## config.mk

```make
export PLATFORM = sky130hd
export DESIGN_NAME = srd_slot_register_decode
export DESIGN_NICKNAME = d
export VERILOG_FILES = /design/src/logic/srd_event_flag.v /design/src/logic/srd_rise_detect.v /design/src/logic/srd_slot_register_decode.v
export VERILOG_INCLUDE_DIRS = /design/src /design/src/logic
export SDC_FILE = /design/constraint.sdc
export NUM_CORES = 1
export LEC_CHECK = 0
export ABC_AREA = 1
export BUFFER_PORTS_ARGS = -buffer_cell sky130_fd_sc_hd__buf_2
export CORE_MARGIN = 5
export CORE_UTILIZATION = 53
export CTS_CLUSTER_SIZE = 14
export DETAILED_ROUTE_END_ITERATION = 8
export GPL_TIMING_DRIVEN = 0
export PLACE_DENSITY_LB_ADDON = 0.1
export SETUP_SLACK_MARGIN = 0.05
export SYNTH_ARGS = -nofsm -noshare
export SYNTH_HDL_FRONTEND = slang
export SYNTH_HIERARCHICAL = 1
export SYNTH_SLANG_ARGS = --single-unit
```

## constraint.sdc

```tcl
create_clock -name core_clk -period 3.13 [get_ports core_clk]
set_input_delay 0.313 -clock core_clk [delete_from_list [all_inputs] [get_ports core_clk]]
set_output_delay 0.313 -clock core_clk [all_outputs]
set_load 0.1 [all_outputs]
```

## src/logic/srd_consts.vh

```
// Register offsets, status bit positions and decode constants for the slot register decode
`ifndef SRD_CONSTS_VH
`define SRD_CONSTS_VH

`define SRD_ADDR_W          20
`define SRD_OFF_STATUS      20'h00000
`define SRD_OFF_CMD1        20'h00000
`define SRD_OFF_CMD2        20'h00004
`define SRD_OFF_SCANCNT     20'h00008
`define SRD_OFF_CHGAIN      20'h0000C
`define SRD_OFF_CONVSTART   20'h00010
`define SRD_OFF_ACQSTART    20'h00014
`define SRD_OFF_ACQCLEAR    20'h00018
`define SRD_OFF_EXTSEL      20'h0001C
`define SRD_OFF_AOUTA       20'h00020
`define SRD_OFF_AOUTB       20'h00024
`define SRD_OFF_FIFO        20'h0002C
`define SRD_OFF_CTRDATA     20'h00030
`define SRD_OFF_CTRCMD      20'h00034
`define SRD_OFF_DIO         20'h00038
`define SRD_OFF_SELFCAL     20'h20000
`define SRD_OFF_TMRCLR      20'h40000
`define SRD_OFF_TSWSHIFT    20'hC0000
`define SRD_OFF_TSWLOAD     20'hC0004

`define SRD_ST_INT_N        15
`define SRD_ST_COMPLETE     14
`define SRD_ST_AVAIL        13
`define SRD_ST_RUN          11
`define SRD_ST_OVERFLOW     9
`define SRD_ST_OVERRUN      8
`define SRD_ST_TIMER        5

`define SRD_C1_TMRINTEN     13
`define SRD_C1_RUN_COMPLETE_IRQ_ENABLE    7
`define SRD_C1_RESULT_IRQ_ENABLE    6

`define SRD_UNMAPPED_DATA   16'h0000
`define SRD_RESET_WORD      16'h0000
`define SRD_NUM_STROBES     13

`endif

```

## src/logic/srd_event_flag.v

```verilog
// Sticky event flag with set priority over clear
`timescale 1ns/1ps
module srd_event_flag (
    // Clock and reset
    input  wire core_clk,
    input  wire resetn,
    // Event and clear
    input  wire set_evt,
    input  wire clr_evt,
    // Flag
    output reg  flag
);
    // Set wins so an event landing on the clear cycle is kept
    always @(posedge core_clk or negedge resetn) begin
        if (!resetn)
            flag <= 1'b0;
        else if (set_evt)
            flag <= 1'b1;
        else if (clr_evt)
            flag <= 1'b0;
    end
endmodule // srd_event_flag

```

## src/logic/srd_rise_detect.v

```verilog
// Rising edge detector for a synchronous level input
`timescale 1ns/1ps
module srd_rise_detect (
    // Clock and reset
    input  wire core_clk,
    input  wire resetn,
    // Level in, pulse out
    input  wire level_in,
    output wire rise_pulse
);
    reg level_d;
    reg armed;

    // First sample after reset only primes the history, so a level that
    // idles high is not taken for a rising edge
    always @(posedge core_clk or negedge resetn) begin
        if (!resetn) begin
            level_d <= 1'b0;
            armed   <= 1'b0;
        end else begin
            level_d <= level_in;
            armed   <= 1'b1;
        end
    end

    assign rise_pulse = level_in & ~level_d & armed;
endmodule // srd_rise_detect

```

## src/logic/srd_slot_register_decode.v

```verilog
// Slot register decode: address map, write registers, strobes and status word
`timescale 1ns/1ps
`include "srd_consts.vh"
module srd_slot_register_decode #(
    parameter SLOT_ADDR_W = 32
) (
    // Clock and reset
    input  wire                   core_clk,
    input  wire                   resetn,
    // Host register port
    input  wire [SLOT_ADDR_W-1:0] host_addr,
    input  wire                   host_wr,
    input  wire                   host_rd,
    input  wire [1:0]             host_byte_en,
    input  wire [15:0]            host_wdata,
    output reg  [15:0]            host_rdata,
    // Board state inputs
    input  wire                   fifo_not_empty,
    input  wire                   internal_run_active,
    input  wire                   run_done_evt,
    input  wire                   fifo_overflow_evt,
    input  wire                   convert_overrun_evt,
    input  wire                   counter_two_output,
    input  wire [1:0]             gain_state,
    input  wire [1:0]             mux_enable_state,
    input  wire [2:0]             mux_address_state,
    input  wire [15:0]            fifo_rdata,
    input  wire [15:0]            counter_chip_rdata,
    input  wire [15:0]            counter_chip_status,
    input  wire [15:0]            digital_in_lines,
    // Write register contents
    output reg  [15:0]            command_word_one,
    output reg  [15:0]            command_word_two,
    output reg  [15:0]            scan_counter_load,
    output reg  [15:0]            channel_gain_entry,
    output reg  [15:0]            analog_out_a,
    output reg  [15:0]            analog_out_b,
    output reg  [15:0]            counter_chip_wdata,
    output reg  [15:0]            counter_chip_command,
    output reg  [15:0]            digital_out_lines,
    output reg  [7:0]             trigger_switch_data,
    // One-cycle event strobes
    output wire                   conversion_start_strobe,
    output wire                   acquisition_start_strobe,
    output wire                   acquisition_clear_strobe,
    output wire                   ext_selector_strobe,
    output wire                   self_calibration_strobe,
    output wire                   timer_irq_clear_strobe,
    output wire                   trigger_switch_load,
    output wire                   fifo_pop,
    output wire                   counter_chip_data_rd,
    output wire                   counter_chip_data_wr,
    output wire                   counter_chip_cmd_wr,
    // Interrupt request, negative logic
    output wire                   board_irq_n
);
    // Only the low 20 address bits select a register; the slot digit that the
    // short mode puts in bits 23:20 is ignored, so Fss0 0000 reaches the map
    wire [`SRD_ADDR_W-1:0] off = host_addr[`SRD_ADDR_W-1:0];

    wire hit_cmd1     = (off == `SRD_OFF_CMD1);
    wire hit_cmd2     = (off == `SRD_OFF_CMD2);
    wire hit_scancnt  = (off == `SRD_OFF_SCANCNT);
    wire hit_chgain   = (off == `SRD_OFF_CHGAIN);
    wire hit_convst   = (off == `SRD_OFF_CONVSTART);
    wire hit_acqst    = (off == `SRD_OFF_ACQSTART);
    wire hit_acqclr   = (off == `SRD_OFF_ACQCLEAR);
    wire hit_extsel   = (off == `SRD_OFF_EXTSEL);
    wire hit_aouta    = (off == `SRD_OFF_AOUTA);
    wire hit_aoutb    = (off == `SRD_OFF_AOUTB);
    wire hit_fifo     = (off == `SRD_OFF_FIFO);
    wire hit_ctrdata  = (off == `SRD_OFF_CTRDATA);
    wire hit_ctrcmd   = (off == `SRD_OFF_CTRCMD);
    wire hit_dio      = (off == `SRD_OFF_DIO);
    wire hit_selfcal  = (off == `SRD_OFF_SELFCAL);
    wire hit_tmrclr   = (off == `SRD_OFF_TMRCLR);
    wire hit_tswshift = (off == `SRD_OFF_TSWSHIFT);
    wire hit_tswload  = (off == `SRD_OFF_TSWLOAD);

    // A write strobe fires on a write of any width, fifo_pop and counter_chip_data_rd on any read; the data lanes are not looked at
    wire wr_any = host_wr & (|host_byte_en);
    wire [`SRD_NUM_STROBES-1:0] strobe_hit = {
        hit_convst, hit_acqst, hit_acqclr, hit_extsel, hit_selfcal,
        hit_tmrclr, hit_tswload, hit_fifo, hit_ctrdata, hit_ctrdata,
        hit_ctrcmd, hit_aouta, hit_aoutb};
    wire [`SRD_NUM_STROBES-1:0] strobe_req = {
        {7{wr_any}}, host_rd, host_rd, wr_any, wr_any, wr_any, wr_any};
    wire [`SRD_NUM_STROBES-1:0] strobe_vec;
    genvar gi;
    generate
        for (gi = 0; gi < `SRD_NUM_STROBES; gi = gi + 1) begin : g_strobe
            assign strobe_vec[gi] = strobe_hit[gi] & strobe_req[gi];
        end
    endgenerate

    wire dac_a_wr = strobe_vec[1];
    wire dac_b_wr = strobe_vec[0];
    assign conversion_start_strobe  = strobe_vec[12];
    assign acquisition_start_strobe = strobe_vec[11];
    assign acquisition_clear_strobe = strobe_vec[10];
    assign ext_selector_strobe      = strobe_vec[9];
    assign self_calibration_strobe  = strobe_vec[8];
    assign timer_irq_clear_strobe   = strobe_vec[7];
    assign trigger_switch_load      = strobe_vec[6];
    assign fifo_pop                 = strobe_vec[5];
    assign counter_chip_data_rd     = strobe_vec[4];
    assign counter_chip_data_wr     = strobe_vec[3];
    assign counter_chip_cmd_wr      = strobe_vec[2];

    // Lane enables; a write with no lane set changes no register
    wire wr_hi = host_wr & host_byte_en[1];
    wire wr_lo = host_wr & host_byte_en[0];

    // Command words; the write side of offset zero lands here, not in status
    always @(posedge core_clk or negedge resetn) begin
        if (!resetn)
            command_word_one <= `SRD_RESET_WORD;
        else if (hit_cmd1) begin
            if (wr_hi)
                command_word_one[15:8] <= host_wdata[15:8];
            if (wr_lo)
                command_word_one[7:0] <= host_wdata[7:0];
        end
    end

    always @(posedge core_clk or negedge resetn) begin
        if (!resetn)
            command_word_two <= `SRD_RESET_WORD;
        else if (hit_cmd2) begin
            if (wr_hi)
                command_word_two[15:8] <= host_wdata[15:8];
            if (wr_lo)
                command_word_two[7:0] <= host_wdata[7:0];
        end
    end

    // Scan setup
    always @(posedge core_clk or negedge resetn) begin
        if (!resetn)
            scan_counter_load <= `SRD_RESET_WORD;
        else if (hit_scancnt) begin
            if (wr_hi)
                scan_counter_load[15:8] <= host_wdata[15:8];
            if (wr_lo)
                scan_counter_load[7:0] <= host_wdata[7:0];
        end
    end

    always @(posedge core_clk or negedge resetn) begin
        if (!resetn)
            channel_gain_entry <= `SRD_RESET_WORD;
        else if (hit_chgain) begin
            if (wr_hi)
                channel_gain_entry[15:8] <= host_wdata[15:8];
            if (wr_lo)
                channel_gain_entry[7:0] <= host_wdata[7:0];
        end
    end

    // Analog outputs
    always @(posedge core_clk or negedge resetn) begin
        if (!resetn)
            analog_out_a <= `SRD_RESET_WORD;
        else if (hit_aouta) begin
            if (wr_hi)
                analog_out_a[15:8] <= host_wdata[15:8];
            if (wr_lo)
                analog_out_a[7:0] <= host_wdata[7:0];
        end
    end

    always @(posedge core_clk or negedge resetn) begin
        if (!resetn)
            analog_out_b <= `SRD_RESET_WORD;
        else if (hit_aoutb) begin
            if (wr_hi)
                analog_out_b[15:8] <= host_wdata[15:8];
            if (wr_lo)
                analog_out_b[7:0] <= host_wdata[7:0];
        end
    end

    // Counter chip words; reads of these offsets come from the chip itself
    always @(posedge core_clk or negedge resetn) begin
        if (!resetn)
            counter_chip_wdata <= `SRD_RESET_WORD;
        else if (hit_ctrdata) begin
            if (wr_hi)
                counter_chip_wdata[15:8] <= host_wdata[15:8];
            if (wr_lo)
                counter_chip_wdata[7:0] <= host_wdata[7:0];
        end
    end

    always @(posedge core_clk or negedge resetn) begin
        if (!resetn)
            counter_chip_command <= `SRD_RESET_WORD;
        else if (hit_ctrcmd) begin
            if (wr_hi)
                counter_chip_command[15:8] <= host_wdata[15:8];
            if (wr_lo)
                counter_chip_command[7:0] <= host_wdata[7:0];
        end
    end

    // Digital output lines; the read side of this offset is the input lines
    always @(posedge core_clk or negedge resetn) begin
        if (!resetn)
            digital_out_lines <= `SRD_RESET_WORD;
        else if (hit_dio) begin
            if (wr_hi)
                digital_out_lines[15:8] <= host_wdata[15:8];
            if (wr_lo)
                digital_out_lines[7:0] <= host_wdata[7:0];
        end
    end

    // Byte register sits on the low lane; host is expected to use byte writes
    always @(posedge core_clk or negedge resetn) begin
        if (!resetn)
            trigger_switch_data <= 8'h00;
        else if (hit_tswshift) begin
            if (wr_lo)
                trigger_switch_data <= host_wdata[7:0];
        end
    end

    // Sticky status flags
    wire counter_two_rise;
    wire run_complete_flag;
    wire timer_edge_flag;
    wire overflow_flag;
    wire overrun_flag;

    srd_rise_detect u_ctr2_edge (
        .core_clk   (core_clk),
        .resetn     (resetn),
        .level_in   (counter_two_output),
        .rise_pulse (counter_two_rise)
    );

    srd_event_flag u_complete (
        .core_clk (core_clk),
        .resetn   (resetn),
        .set_evt  (run_done_evt),
        .clr_evt  (acquisition_clear_strobe),
        .flag     (run_complete_flag)
    );

    srd_event_flag u_timer (
        .core_clk (core_clk),
        .resetn   (resetn),
        .set_evt  (counter_two_rise),
        .clr_evt  (timer_irq_clear_strobe | dac_a_wr | dac_b_wr),
        .flag     (timer_edge_flag)
    );

    srd_event_flag u_overflow (
        .core_clk (core_clk),
        .resetn   (resetn),
        .set_evt  (fifo_overflow_evt),
        .clr_evt  (acquisition_clear_strobe),
        .flag     (overflow_flag)
    );

    srd_event_flag u_overrun (
        .core_clk (core_clk),
        .resetn   (resetn),
        .set_evt  (convert_overrun_evt),
        .clr_evt  (acquisition_clear_strobe),
        .flag     (overrun_flag)
    );

    wire run_complete_irq_enable = command_word_one[`SRD_C1_RUN_COMPLETE_IRQ_ENABLE];
    wire result_irq_enable       = command_word_one[`SRD_C1_RESULT_IRQ_ENABLE];
    wire timer_irq_enable        = command_word_one[`SRD_C1_TMRINTEN];
    wire result_available_flag   = fifo_not_empty;
    wire run_in_progress_flag    = internal_run_active;

    // Completion only counts as a request when its enable is set
    wire complete_req = run_complete_flag & run_complete_irq_enable;
    wire result_req   = result_available_flag & result_irq_enable;
    wire timer_req    = timer_edge_flag & timer_irq_enable;
    wire irq_req      = complete_req | result_req | timer_req;
    assign board_irq_n = ~irq_req;

    // Status word; unused bits 12 and 10 read zero
    wire [15:0] status_word;
    assign status_word[`SRD_ST_INT_N]    = ~irq_req;
    assign status_word[`SRD_ST_COMPLETE] = run_complete_flag;
    assign status_word[`SRD_ST_AVAIL]    = result_available_flag;
    assign status_word[12]               = 1'b0;
    assign status_word[`SRD_ST_RUN]      = run_in_progress_flag;
    assign status_word[10]               = 1'b0;
    assign status_word[`SRD_ST_OVERFLOW] = overflow_flag;
    assign status_word[`SRD_ST_OVERRUN]  = overrun_flag;
    assign status_word[7:6]              = gain_state;
    assign status_word[`SRD_ST_TIMER]    = timer_edge_flag;
    assign status_word[4:3]              = mux_enable_state;
    assign status_word[2:0]              = mux_address_state;

    // Reads and writes at offset zero reach different registers
    wire rd_status = (off == `SRD_OFF_STATUS);

    // Read mux; registered so read data stands one cycle after the request
    reg [15:0] next_rdata;
    always @* begin
        next_rdata = `SRD_UNMAPPED_DATA;
        if (rd_status)
            next_rdata = status_word;
        else if (hit_fifo)
            next_rdata = fifo_rdata;
        else if (hit_ctrdata)
            next_rdata = counter_chip_rdata;
        else if (hit_ctrcmd)
            next_rdata = counter_chip_status;
        else if (hit_dio)
            next_rdata = digital_in_lines;
    end

    always @(posedge core_clk or negedge resetn) begin
        if (!resetn)
            host_rdata <= `SRD_RESET_WORD;
        else if (host_rd)
            host_rdata <= next_rdata;
    end
endmodule // srd_slot_register_decode

```

==> metrics <==
result of the run=completed; Pins Over Slew Limit=0; Layout Cells excl Fill=1357; fraction of the core area covered by cells at the end of the flow=70.0%; number of search-and-repair iterations in the first detailed-routing pass=5; power per cell area=446 nW/um^2; fmax=406 MHz; Antenna Violating Nets Remaining=0; site row count=44; ratio of final minimum period to clock period=78.8%; count of buffering cells on the critical path with inverters included=4; number of vias in the routed layout=7084; Setup CP Type=input port to output pin; Die X-Extent=131 um; TritonCTS clock tree=yes; post-synthesis area per instance=9.23 um^2; drt first-iter violations=495; sequential fraction of the synthesis area=55.9%; worst slack on hold paths=11.6 ps; worst clock skew=19.8 ps; slew of the pin with the lowest slew margin=607 ps; total I/O pin count=311; Fill cells=1215; layout cells sized above 1=39.9%; die area=17200 um^2; Largest delay share family, worst path=buffers and inverters; Clk Tree Root Cell=sky130_fd_sc_hd__clkbuf_16; delay contributed by the slowest stage of the critical path=420 ps; via count of the first global-routing pass=6941; number of flops mapped to enable cells by yosys=0; routed len/inst=17.9 um; most frequent cell on the critical path=sky130_fd_sc_hd__buf_2; Critical Path Start Type=input port; count of final setup violators=0; post-route design area=10100 um^2; placed instance count=1325; Max Fanout on Critical Path=10; share of flip-flops with an asynchronous set or reset=100%; most used cells in the layout excluding fill and tap cells=sky130_fd_sc_hd__buf_2 (316), sky130_fd_sc_hd__nand2_1 (244), sky130_fd_sc_hd__dfrtp_1 (174); number of synthesized register bits=174; half-perimeter wire length after detailed placement=18200 um; standard cell area after detailed placement=9560 um^2; Area Overhead vs Synth=30.3%; Mapped Nets=974; final weighted congestion in routability-driven placement=0.893; core area=14500 um^2; H-tree depth=4; worst slew margin relative to its limit=59.5%; most frequent standard cell in the layout excluding fill and tap cells=sky130_fd_sc_hd__buf_2; number of cells produced by synthesis=843; maximum number of pins on one net before global-route repair=126; Syn. warnings=6; total wire length after detailed routing=24200 um; RSZ-0062 raised after global routing=no; sinks on the clock net=174; hold violation total from the final report=0; Distinct cells, synth=31; Critical Path End Type=output pin; GRT Overall Usage=27.6%; Req. time, crit path=2820 ps; DRC viols=0; number of clock buffers inserted by TritonCTS=17; Hold/Removal Path Class=input port to flop; number of antenna violations at the first check in global routing=0; first-pass GRT wire length=37900 um; sequence of cells on the critical path=buf_2 > nor2_4 > nand3_4 > clkinv_2 > nand3_4 > nor2_4 > nand2_2 > buf_2 > nand2_1 > buf_2; cell area after technology mapping=7780 um^2; number of antenna diodes=0; worst-case vdd ir drop=0.000315 V; die height=131 um; static power due to leakage=5.68 nW; overall overflow remaining after global route=0; Clk pin slew, worst setup/hold paths=60 ps; layout net count=1292; Max Cap Violations=0; worst slack, placed=682 ps; deepest clock path buffer count=2; signal arrival time at the worst endpoint=2150 ps; mean number of vias per cell=5.22; initial core utilization=53.8%; Final min period=2470 ps; main flop type after synthesis=sky130_fd_sc_hd__dfrtp_1; Resized Gates After CTS=0; slowest stage cell on the critical path=sky130_fd_sc_hd__buf_2; worst skew pair latency=430 ps; number of I/O port buffers=297; final worst setup slack=664 ps
[final cells by class]
type,instances,area (um^2),area share (%)
multi-input combinational,575,3000,29.6
buffer,36,231,2.28
inverter,58,219,2.16
tap,184,230,2.27
clock buffer,22,484,4.78
sequential,174,4350,42.9
clock inverter,9,85.1,0.839
timing repair buffer,299,1530,15.1
[power by group]
group | total [mW] | internal, mW | switching (mW)
clock | 2.04 | 1.17 | 0.862
combinational | 0.237 | 0.0700 | 0.167
sequential | 2.25 | 2.25 | 0.000473
[final timing paths]
check / cells past startpoint / slack (ps) / from / to
max: 10 / 660 / host_addr[16] / counter_chip_data_wr
min: 1 / 10 / counter_two_output / u_ctr2_edge/level_d$_DFF_PN0_
max reg2reg: 6 / 1910 / command_word_one[6]$_DFFE_PN0P_ / host_rdata[15]$_DFFE_PN0P_
min reg2reg: 2 / 480 / host_rdata[4]$_DFFE_PN0P_ / host_rdata[4]$_DFFE_PN0P_
max in group asynchronous: 3 / 1840 / resetn / analog_out_b[8]$_DFFE_PN0P_
min in group asynchronous: 2 / 370 / resetn / channel_gain_entry[5]$_DFFE_PN0P_
[state kept, by name, summed over array words and instances, names as in the netlist]
name	cells
digital_out_lines	16
command_word_two	16
u_timer/flag	1
command_word_one	16
u_ctr2_edge/armed	1
analog_out_a	16
u_ctr2_edge/level_d	1
channel_gain_entry	16
counter_chip_wdata	16
u_overflow/flag	1
trigger_switch_data	8
u_complete/flag	1
analog_out_b	16
u_overrun/flag	1
counter_chip_command	16
host_rdata	16
scan_counter_load	16
[worst register-to-register path: stages, from the launching register on]
cell and delay (ps):
sky130_fd_sc_hd__dfrtp_1 430, sky130_fd_sc_hd__a22o_1 240, sky130_fd_sc_hd__a21oi_1 190, sky130_fd_sc_hd__nand2_1 80
sky130_fd_sc_hd__nand3_1 80, sky130_fd_sc_hd__nand2_1 50, sky130_fd_sc_hd__nand2_1 70
[timing repair]
action,CTS,global route
buffers inserted,0,0
hold buffers,1,0
hold endpoints to repair,49,0
[logic make-up (layout without fill, tap and decap cells)]
family / after synthesis / count (layout) / share of synthesized area (%)
flops: 174 / 174 / 55.9
compound gates: 161 / 161 / 12.7
other cells: 1 / 1 / 0.0482
simple gates: 413 / 413 / 25.5
buf+inv: 94 / 424 / 5.79
[routing by layer]
layer	up-vias	wire [um]	track usage (%)
met3	38	2170	8.68
li1	3420	-	-
met5	-	0	0
met1	3294	9710	35.4
met2	332	11700	44.8
met4	0	629	9.24
[metrics by stage]
step                power (mW)  TNS (ps)
finish                    4.52         0
global route              4.66         0
CTS                       4.54         0
global placement          2.52   -165930
detailed placement        2.53         0
floorplan                 2.37         0
[synth_stat cells, types with 5 or more instances]
cell type / instances / area share, %
sky130_fd_sc_hd__a21oi_1: 5 / 0.32
sky130_fd_sc_hd__buf_2: 20 / 1.3
sky130_fd_sc_hd__buf_6: 9 / 1.3
sky130_fd_sc_hd__clkbuf_1: 6 / 0.29
sky130_fd_sc_hd__dfrtp_1: 174 / 56
sky130_fd_sc_hd__inv_1: 49 / 2.4
sky130_fd_sc_hd__inv_2: 5 / 0.24
sky130_fd_sc_hd__nand2_1: 244 / 12
sky130_fd_sc_hd__nand2_2: 25 / 2.0
sky130_fd_sc_hd__nand3_1: 25 / 1.6
sky130_fd_sc_hd__nand4_1: 43 / 3.5
sky130_fd_sc_hd__nor2_1: 44 / 2.1
sky130_fd_sc_hd__nor2_4: 8 / 1.2
sky130_fd_sc_hd__o21ai_0: 11 / 0.71
sky130_fd_sc_hd__o21ai_1: 96 / 6.2
sky130_fd_sc_hd__o21ai_2: 48 / 5.4
Note: power is estimated with default switching activity, not from simulation.
